### src/verilog/operation_mode_pkg.sv
// constants and types shared by the operation-mode controller
`default_nettype none
package operation_mode_pkg;
   // ------------------------------------------------------------
   // register map (word index on the plain register port)
   // ------------------------------------------------------------
   localparam int ADDR_W = 4;
   localparam int DATA_W = 8;
   localparam logic [3:0] ADDR_CHANNEL_ON = 4'h0;
   localparam logic [3:0] ADDR_HW_CTRL = 4'h1;
   localparam logic [3:0] ADDR_MAP_ZERO = 4'h2;
   localparam logic [3:0] ADDR_MAP_ONE = 4'h3;
   localparam logic [3:0] ADDR_STATUS = 4'h4;
   localparam logic [3:0] ADDR_ERROR = 4'h5;
   localparam logic [3:0] ADDR_MONITOR = 4'h6;
   // ------------------------------------------------------------
   // field positions
   // ------------------------------------------------------------
   localparam int HW_KEEP_ACTIVE = 0;
   localparam int HW_SOFT_RESET = 1;
   localparam int HW_PWM_ZERO = 2;
   localparam int HW_PWM_ONE = 3;
   localparam int HW_OPENLOAD_ON = 4;
   localparam int HW_OPENLOAD_OFF = 5;
   localparam int ST_MODE_LO = 0;
   localparam int ST_BATTERY_UV = 2;
   localparam int ST_LOGIC_LOW = 3;
   localparam int ST_TRANSMIT_ERR = 4;
   // ------------------------------------------------------------
   // reset values and fixed masks
   // ------------------------------------------------------------
   localparam logic [7:0] RST_CHANNEL_ON = 8'h00;
   localparam logic [7:0] RST_HW_CTRL = 8'h00;
   localparam logic [7:0] RST_MAP_ZERO = 8'h04;
   localparam logic [7:0] RST_MAP_ONE = 8'h08;
   localparam logic [7:0] LIMP_CHANNEL_MASK = 8'h0C;
   // ------------------------------------------------------------
   // mode codes as seen in the status register
   // ------------------------------------------------------------
   localparam logic [1:0] MODE_CODE_IDLE = 2'h0;
   localparam logic [1:0] MODE_CODE_LIMP = 2'h1;
   localparam logic [1:0] MODE_CODE_ACTIVE = 2'h2;
   localparam logic [1:0] MODE_CODE_SLEEP = 2'h3;
   typedef enum logic [1:0] {SLEEP, IDLE, ACTIVE, LIMP} op_mode_t;
endpackage : operation_mode_pkg
`default_nettype wire

### src/verilog/operation_mode_controller.sv
// operation-mode controller of an eight-channel high-side switch
//
// Strobed register access and the address map were decided locally.
`default_nettype none
module operation_mode_controller
   import operation_mode_pkg::*;
#(
   parameter int CHANNELS = 8,
   parameter int INPUTS = 2
)
(
   input wire logic sys_clk,
   input wire logic sys_rst,
   input wire logic idle_pin,
   input wire logic [INPUTS-1:0] parallel_input_pin,
   input wire logic logic_supply_undervoltage,
   input wire logic logic_supply_low,
   input wire logic battery_below_undervoltage,
   input wire logic battery_above_operative,
   input wire logic [CHANNELS-1:0] channel_fault,
   input wire logic [CHANNELS-1:0] output_status_monitor_bits,
   input wire logic command_done,
   input wire logic command_error,
   input wire logic standard_diag_readout,
   input wire logic [ADDR_W-1:0] reg_addr,
   input wire logic [DATA_W-1:0] reg_wdata,
   input wire logic reg_write,
   input wire logic reg_read,
   output logic [DATA_W-1:0] reg_rdata,
   output logic [CHANNELS-1:0] channel_enable,
   output logic [1:0] mode_code,
   output logic diag_enable,
   output logic serial_enable,
   output logic pwm_generator_zero_enable,
   output logic pwm_generator_one_enable,
   output logic on_state_openload_bit,
   output logic off_state_openload_bit
);

   // ------------------------------------------------------------
   // state record
   // ------------------------------------------------------------
   // everything the block remembers lives in this one record
   typedef struct packed {
      logic [INPUTS+4:0] sync_a;
      logic [INPUTS+4:0] sync_b;
      logic [CHANNELS-1:0] monitor_a;
      logic [CHANNELS-1:0] monitor_b;
      op_mode_t mode;
      logic [CHANNELS-1:0] channel_on_bit;
      logic keep_active_bit;
      logic pwm_zero;
      logic pwm_one;
      logic openload_on;
      logic openload_off;
      logic [CHANNELS-1:0] input_map_zero;
      logic [CHANNELS-1:0] input_map_one;
      logic battery_undervoltage_flag;
      logic logic_supply_low_flag;
      logic transmission_error_flag;
      logic limp_first_command;
      logic [CHANNELS-1:0] channel_error_flag;
      logic [CHANNELS-1:0] channel_out;
      logic [DATA_W-1:0] rdata;
   } state_t;

   state_t cur;
   state_t next_cur;

   // mode code for the status field
   function automatic logic [1:0] code_of(input op_mode_t m);
      unique case (m)
         SLEEP: code_of = MODE_CODE_SLEEP;
         IDLE: code_of = MODE_CODE_IDLE;
         ACTIVE: code_of = MODE_CODE_ACTIVE;
         LIMP: code_of = MODE_CODE_LIMP;
      endcase
   endfunction : code_of

   // ------------------------------------------------------------
   // next-state logic
   // ------------------------------------------------------------
   logic [INPUTS-1:0] in_s;
   logic idle_s;
   logic vdd_uv_s;
   logic vdd_lop_s;
   logic vs_uv_s;
   logic vs_op_s;
   logic any_input;
   logic reg_reset;
   logic wr_ok;
   logic [CHANNELS-1:0] mapped;
   logic [CHANNELS-1:0] drive;
   logic [DATA_W-1:0] status_word;
   // one decode of the soft-reset write, shared by registers and flags
   logic soft_reset_cmd;

   always_comb
   begin
      next_cur = cur;
      // ------------------------------------------------------------
      // synchronisers
      // ------------------------------------------------------------
      // pins and analog comparators pass two flops first
      // only the second stage is decoded; the first may still be settling
      next_cur.sync_a = {parallel_input_pin, idle_pin, logic_supply_undervoltage,
                         logic_supply_low, battery_below_undervoltage,
                         battery_above_operative};
      next_cur.sync_b = cur.sync_a;
      next_cur.monitor_a = output_status_monitor_bits;
      next_cur.monitor_b = cur.monitor_a;
      {in_s, idle_s, vdd_uv_s, vdd_lop_s, vs_uv_s, vs_op_s} = cur.sync_b;
      any_input = |in_s;

      // ------------------------------------------------------------
      // mode selection
      // ------------------------------------------------------------
      // the idle pin outranks everything: low means limp or sleep
      // wake by request
      if (!idle_s)
         next_cur.mode = any_input ? LIMP : SLEEP;
      else if (vdd_uv_s && !any_input)
         next_cur.mode = IDLE;
      else if (any_input || (|cur.channel_on_bit) || cur.keep_active_bit)
         next_cur.mode = ACTIVE;
      else
         next_cur.mode = IDLE;

      // ------------------------------------------------------------
      // register writes
      // ------------------------------------------------------------
      // writes refused outside a live serial port or in limp
      // a write while the logic supply fails could land half-formed, so it is dropped
      // limp is read only
      wr_ok = reg_write && (cur.mode == IDLE || cur.mode == ACTIVE) && !vdd_uv_s;

      // configuration writes
      if (wr_ok)
      begin
         unique case (reg_addr)
            ADDR_CHANNEL_ON: next_cur.channel_on_bit = reg_wdata;
            ADDR_HW_CTRL:
            begin
               next_cur.keep_active_bit = reg_wdata[HW_KEEP_ACTIVE];
               next_cur.pwm_zero = reg_wdata[HW_PWM_ZERO];
               next_cur.pwm_one = reg_wdata[HW_PWM_ONE];
               next_cur.openload_on = reg_wdata[HW_OPENLOAD_ON];
               next_cur.openload_off = reg_wdata[HW_OPENLOAD_OFF];
            end
            ADDR_MAP_ZERO: next_cur.input_map_zero = reg_wdata;
            ADDR_MAP_ONE: next_cur.input_map_one = reg_wdata;
            default: ;
         endcase
      end

      // ------------------------------------------------------------
      // register reset
      // ------------------------------------------------------------
      // the soft-reset bit is a command, never stored, so it reads back 0
      soft_reset_cmd = wr_ok && reg_addr == ADDR_HW_CTRL && reg_wdata[HW_SOFT_RESET];
      // register reset sources; limp and sleep pin registers at default
      // five reset sources
      reg_reset = vdd_uv_s || !idle_s || cur.mode == SLEEP || cur.mode == LIMP
                  || soft_reset_cmd;
      if (reg_reset)
      begin
         next_cur.channel_on_bit = RST_CHANNEL_ON;
         {next_cur.openload_off, next_cur.openload_on, next_cur.pwm_one,
          next_cur.pwm_zero} = RST_HW_CTRL[HW_OPENLOAD_OFF:HW_PWM_ZERO];
         next_cur.keep_active_bit = RST_HW_CTRL[HW_KEEP_ACTIVE];
         next_cur.input_map_zero = RST_MAP_ZERO;
         next_cur.input_map_one = RST_MAP_ONE;
      end

      // ------------------------------------------------------------
      // supply, transmission and channel error flags
      // ------------------------------------------------------------
      // supply flags: soft reset clears, a live condition outside sleep sets and wins
      // soft reset clears supply flags
      if (soft_reset_cmd)
      begin
         next_cur.battery_undervoltage_flag = 1'b0;
         next_cur.logic_supply_low_flag = 1'b0;
      end
      if (standard_diag_readout && vs_op_s && !vs_uv_s)
         next_cur.battery_undervoltage_flag = 1'b0;
      if (standard_diag_readout && !vdd_lop_s)
         next_cur.logic_supply_low_flag = 1'b0;
      if (vs_uv_s && cur.mode != SLEEP)
         next_cur.battery_undervoltage_flag = 1'b1;
      if (vdd_lop_s && cur.mode != SLEEP)
         next_cur.logic_supply_low_flag = 1'b1;

      // transmission error: armed on limp entry, shown to first command
      // a frame error beside a status read is kept: the set wins
      // first limp command flags error
      if (next_cur.mode == LIMP && cur.mode != LIMP)
         next_cur.limp_first_command = 1'b1;
      else if (command_done)
         next_cur.limp_first_command = 1'b0;
      if (reg_read && reg_addr == ADDR_STATUS)
         next_cur.transmission_error_flag = 1'b0;
      if (command_error || (command_done && cur.limp_first_command))
         next_cur.transmission_error_flag = 1'b1;

      // channel error flags: write one to clear, never in idle, set wins
      // idle keeps error flags
      if (wr_ok && cur.mode != IDLE && reg_addr == ADDR_ERROR)
         next_cur.channel_error_flag = cur.channel_error_flag & ~reg_wdata;
      next_cur.channel_error_flag = next_cur.channel_error_flag | channel_fault;

      // ------------------------------------------------------------
      // channel drive
      // ------------------------------------------------------------
      // channel drive; limp uses default maps on channels 2 and 3 only
      // latched errors mask drive so a faulted channel stays off until cleared
      mapped = '0;
      if (in_s[0])
         mapped = mapped | (cur.mode == LIMP ? RST_MAP_ZERO : cur.input_map_zero);
      if (in_s[1])
         mapped = mapped | (cur.mode == LIMP ? RST_MAP_ONE : cur.input_map_one);
      unique case (cur.mode)
         SLEEP, IDLE: drive = '0;
         // reset clears on-bits, inputs still drive
         ACTIVE: drive = cur.channel_on_bit | mapped;
         LIMP: drive = mapped & LIMP_CHANNEL_MASK;
      endcase
      // a battery in undervoltage cannot hold a channel on
      next_cur.channel_out = vs_uv_s ? '0 : (drive & ~cur.channel_error_flag);

      // ------------------------------------------------------------
      // read side
      // ------------------------------------------------------------
      // status word; limp forces supply flags and mode field
      status_word = '0;
      status_word[ST_MODE_LO +: 2] = code_of(cur.mode);
      status_word[ST_BATTERY_UV] = cur.battery_undervoltage_flag || cur.mode == LIMP;
      status_word[ST_LOGIC_LOW] = cur.logic_supply_low_flag || cur.mode == LIMP;
      status_word[ST_TRANSMIT_ERR] = cur.transmission_error_flag || cur.limp_first_command;

      // read port: data in the cycle after the strobe only
      next_cur.rdata = '0;
      if (reg_read && serial_enable)
      begin
         unique case (reg_addr)
            ADDR_CHANNEL_ON: next_cur.rdata = cur.channel_on_bit;
            ADDR_HW_CTRL: next_cur.rdata = {2'h0, cur.openload_off, cur.openload_on,
                                            cur.pwm_one, cur.pwm_zero, 1'b0,
                                            cur.keep_active_bit};
            ADDR_MAP_ZERO: next_cur.rdata = cur.input_map_zero;
            ADDR_MAP_ONE: next_cur.rdata = cur.input_map_one;
            ADDR_STATUS: next_cur.rdata = status_word;
            ADDR_ERROR: next_cur.rdata = cur.channel_error_flag;
            ADDR_MONITOR: next_cur.rdata = cur.monitor_b;
            default: next_cur.rdata = '0;
         endcase
      end
   end

   // serial port alive in idle, active, limp with logic supply present
   // serial gated by logic supply
   assign serial_enable = cur.mode != SLEEP && !cur.sync_b[3];

   // ------------------------------------------------------------
   // state register
   // ------------------------------------------------------------
   // synchronous reset; the maps reload their defaults, not zero
   always_ff @(posedge sys_clk)
   begin
      if (sys_rst)
      begin
         cur <= '0;
         cur.mode <= SLEEP;
         cur.input_map_zero <= RST_MAP_ZERO;
         cur.input_map_one <= RST_MAP_ONE;
      end
      else
      begin
         cur <= next_cur;
      end
   end

   // ------------------------------------------------------------
   // outputs
   // ------------------------------------------------------------
   assign reg_rdata = cur.rdata;
   assign channel_enable = cur.channel_out;
   // mode field and diagnosis enable decode straight from the mode register; pwm enables follow their bits
   assign mode_code = code_of(cur.mode);
   assign diag_enable = cur.mode == ACTIVE || cur.mode == LIMP;
   assign pwm_generator_zero_enable = cur.pwm_zero;
   assign pwm_generator_one_enable = cur.pwm_one;
   // gated again here so a stale open-load bit never shows in limp
   // limp zeroes open-load bits
   assign on_state_openload_bit = cur.openload_on && cur.mode != LIMP;
   assign off_state_openload_bit = cur.openload_off && cur.mode != LIMP;

endmodule : operation_mode_controller
`default_nettype wire

### config.mk
export PLATFORM = sky130hd
export DESIGN_NAME = operation_mode_controller
export DESIGN_NICKNAME = d
export VERILOG_FILES = /design/src/verilog/operation_mode_pkg.sv /design/src/verilog/operation_mode_controller.sv
export SDC_FILE = /design/constraint.sdc
export NUM_CORES = 1
export LEC_CHECK = 0
export BUFFER_PORTS_ARGS = -buffer_cell sky130_fd_sc_hd__buf_2
export CAP_MARGIN = 20
export CORE_MARGIN = 1.5
export CORE_UTILIZATION = 35
export DETAILED_ROUTE_END_ITERATION = 6
export GPL_ROUTABILITY_DRIVEN = 0
export PLACE_DENSITY_LB_ADDON = 0.08
export RECOVER_POWER = 25
export SKIP_CTS_REPAIR_TIMING = 1
export SYNTH_ARGS = -nofsm -noshare
export SYNTH_HDL_FRONTEND = slang
export SYNTH_SLANG_ARGS = --single-unit
### constraint.sdc
create_clock -name sys_clk -period 5.6 [get_ports sys_clk]
set_input_delay 0 -clock sys_clk [delete_from_list [all_inputs] [get_ports sys_clk]]
set_output_delay 0 -clock sys_clk [all_outputs]
set_load 0.005 [all_outputs]
==> out/qor.yml <==
dieArea_um2: 11300
ios: 66
ys_ff_latch: 89
grt_pass1_vias: 2743
antenna_found_initial: 0
cts_buffers: 9
power.static_leakage_nw: 1.87
cts.sinks: 89
core_area_um2: 10300
synthArstFlopShare_pct: 0
synth_top_cell_by_area: "dfxtp_1"
violations: "capacitance limit, slew limit"
grt_setup_unrepaired: "no"
hold_violations: 0
routed_wl_um: 10100
numPortBuffers: 65
synth_edf_count: 0
cts_tree: "done"
synth_top_family_by_area: "simple AND/OR/NAND/NOR gates"
fmax_mhz: 419
fin_crit_ps: 2390
synth_compound_area_share_pct: 11.1
pre_cts_slack_ps: 3550
hold_class: "input port to flop"
synth_warnings: 0
first_pass_iters: 4
endpoint_kind: "flop"
fin_setup_tns_ps: 0
synth_most_common_cell: "dfxtp_1"
die_h_um: 106
synth_xor_area_share_pct: 0
synthSimpleGateAreaFrac_pct: 22.0
avgSynthCellArea_um2: 9.58
ys_types: 51
worst_slew_pin_slew_ps: 2110
clockRootBuffer: "clkbuf_8"
clk_path_buf_depth: 2
cts_max_level: 3
diodes: 0
worst_slew_margin_rel_pct: -40.9
crit_fanout: 8
ys_top_cells_by_count: "89 x dfxtp_1, 66 x nor2_1, 37 x nor2b_1"
netlist.area_leader.share_pct: 47.8
setup_violations: 0
viasPerCell: 4.83
drt_iter0_drc: 134
ys.flop_type: "dfxtp_1"
grt_max_degree: 48
irDropWorstVdd_mv: 0.116
ant_nets: 0
p_total_mw: 1.26
drc: 0
dp_hpwl_um: 6790
syn-num-nets: 435
rows: 37
p_per_area_nw_per_um2: 272
mappedNetlistArea_um2: 3720
start_kind: "flop"
nets: 516
critPathKind: "flop to flop"
grt_overflow: 0
worst_slack_ps: 3210
fin_crit_sh_pct: 42.7
drv_slew: 48
start_util_pct: 36.1
synth_mux_area_share_pct: 10.3
synth-seq-area-share_pct: 47.8
fin_skew_ps: 7.59
clk_latency_ps: 360
layout-drive-gt1-share_pct: 19.8
die_x_um: 106
crit_arrival_ps: 2630
grt_pass1_wl_um: 15500
area_delta_synth_final_pct: 24.2
track_usage_pct: 18.5
outcome: "complete, but fails checks"
synth-adder-area-share_pct: 1.34
synth_area_leaders: "dfxtp_1 48%, mux2i_1 7.5%, nor2_1 6.7%, nor2b_1 6.2%, buf_4 3.2%"
maxCapViolations: 1
required_ps: 5850
post_drt_wl_per_cell_um: 16.6
clkTransAtPathRegs_ps: 80
synthCells: 389
vias: 2954
stage by stage:
step	std cells	util [%]	cell area, µm²	hold slack (ps)
after detailed placement	556	38.9	4010	212
after CTS	572	41.0	4240	-177
final	611	44.8	4620	6.93
after global placement	556	38.9	4010	207
after global routing	611	44.8	4620	29.9
after floorplan	389	-	3720	109
cells in the final DEF (no fill, tap or decap), types with 7 or more instances in the layout:
master / netlist / routed
dfxtp_1: 89 / 89
nor2_1: 66 / 66
buf_2: 8 / 64
dlygate4sd3_1: 0 / 39
nor2b_1: 37 / 37
mux2i_1: 28 / 28
inv_1: 14 / 14
nand2_1: 11 / 11
a311oi_1: 10 / 10
clkbuf_8: 0 / 10
nor3_1: 9 / 9
a22oi_1: 9 / 9
a21oi_1: 7 / 7
nand2b_1: 7 / 7
per-layer routing:
layer,part of all wire (%),GRT usage [%]
met2,44,27.8
met5,0,0
met3,5.9,2.70
met1,49,26.4
met4,1.5,8.01
critical path, cell delays in order (launching register included):
cell and delay (ps):
dfxtp_1 370, inv_1 70, ha_1 310, nand3b_1 220
nor4_2 290, buf_4 240, a311oi_1 110, dlygate4sd3_1 670
final timing paths:
check                        start      end  slack, ps  cells past startpoint
max                        cur[57]  cur[22]       3210                      7
max reg2reg                cur[57]  cur[22]       3210                      7
min          standard_diag_readout  cur[26]          7                      4
min reg2reg                cur[72]  cur[64]        440                      1
cells by family (layout without fill, tap and decap cells):
group                    count (synthesis)  count (layout)
AND/OR/NAND/NOR                        157             157
multiplexers                            35              35
buffers and inverters                   50             136
flip-flops                              89              89
AO/OA/AOI/OAI                           54              54
adder cells (fa/ha/maj)                  4               4
sequential cells by signal (all words and copies together) (netlist names):
register and flops:
cur 71, channel_enable 8, reg_rdata 8, pwm_generator_one_enable 1
pwm_generator_zero_enable 1
final cells by class:
cell class	count	area, µm²
Fill cell	1022	5700
Sequential cell	89	1780
Inverter	14	52.6
Clock buffer	12	145
Multi-Input combinational cell	250	1670
Tap cell	136	170
Timing Repair Buffer	106	729
Clock inverter	4	76.3
power breakdown:
part           leakage, nW  total [mW]  switching, mW  internal [mW]
Sequential           0.727       0.660         0.0116          0.649
Combinational         1.03       0.109         0.0540         0.0550
Clock                0.107       0.489          0.224          0.265
Total                 1.87        1.26          0.290          0.969
Note: power is estimated with default switching activity, not from simulation.
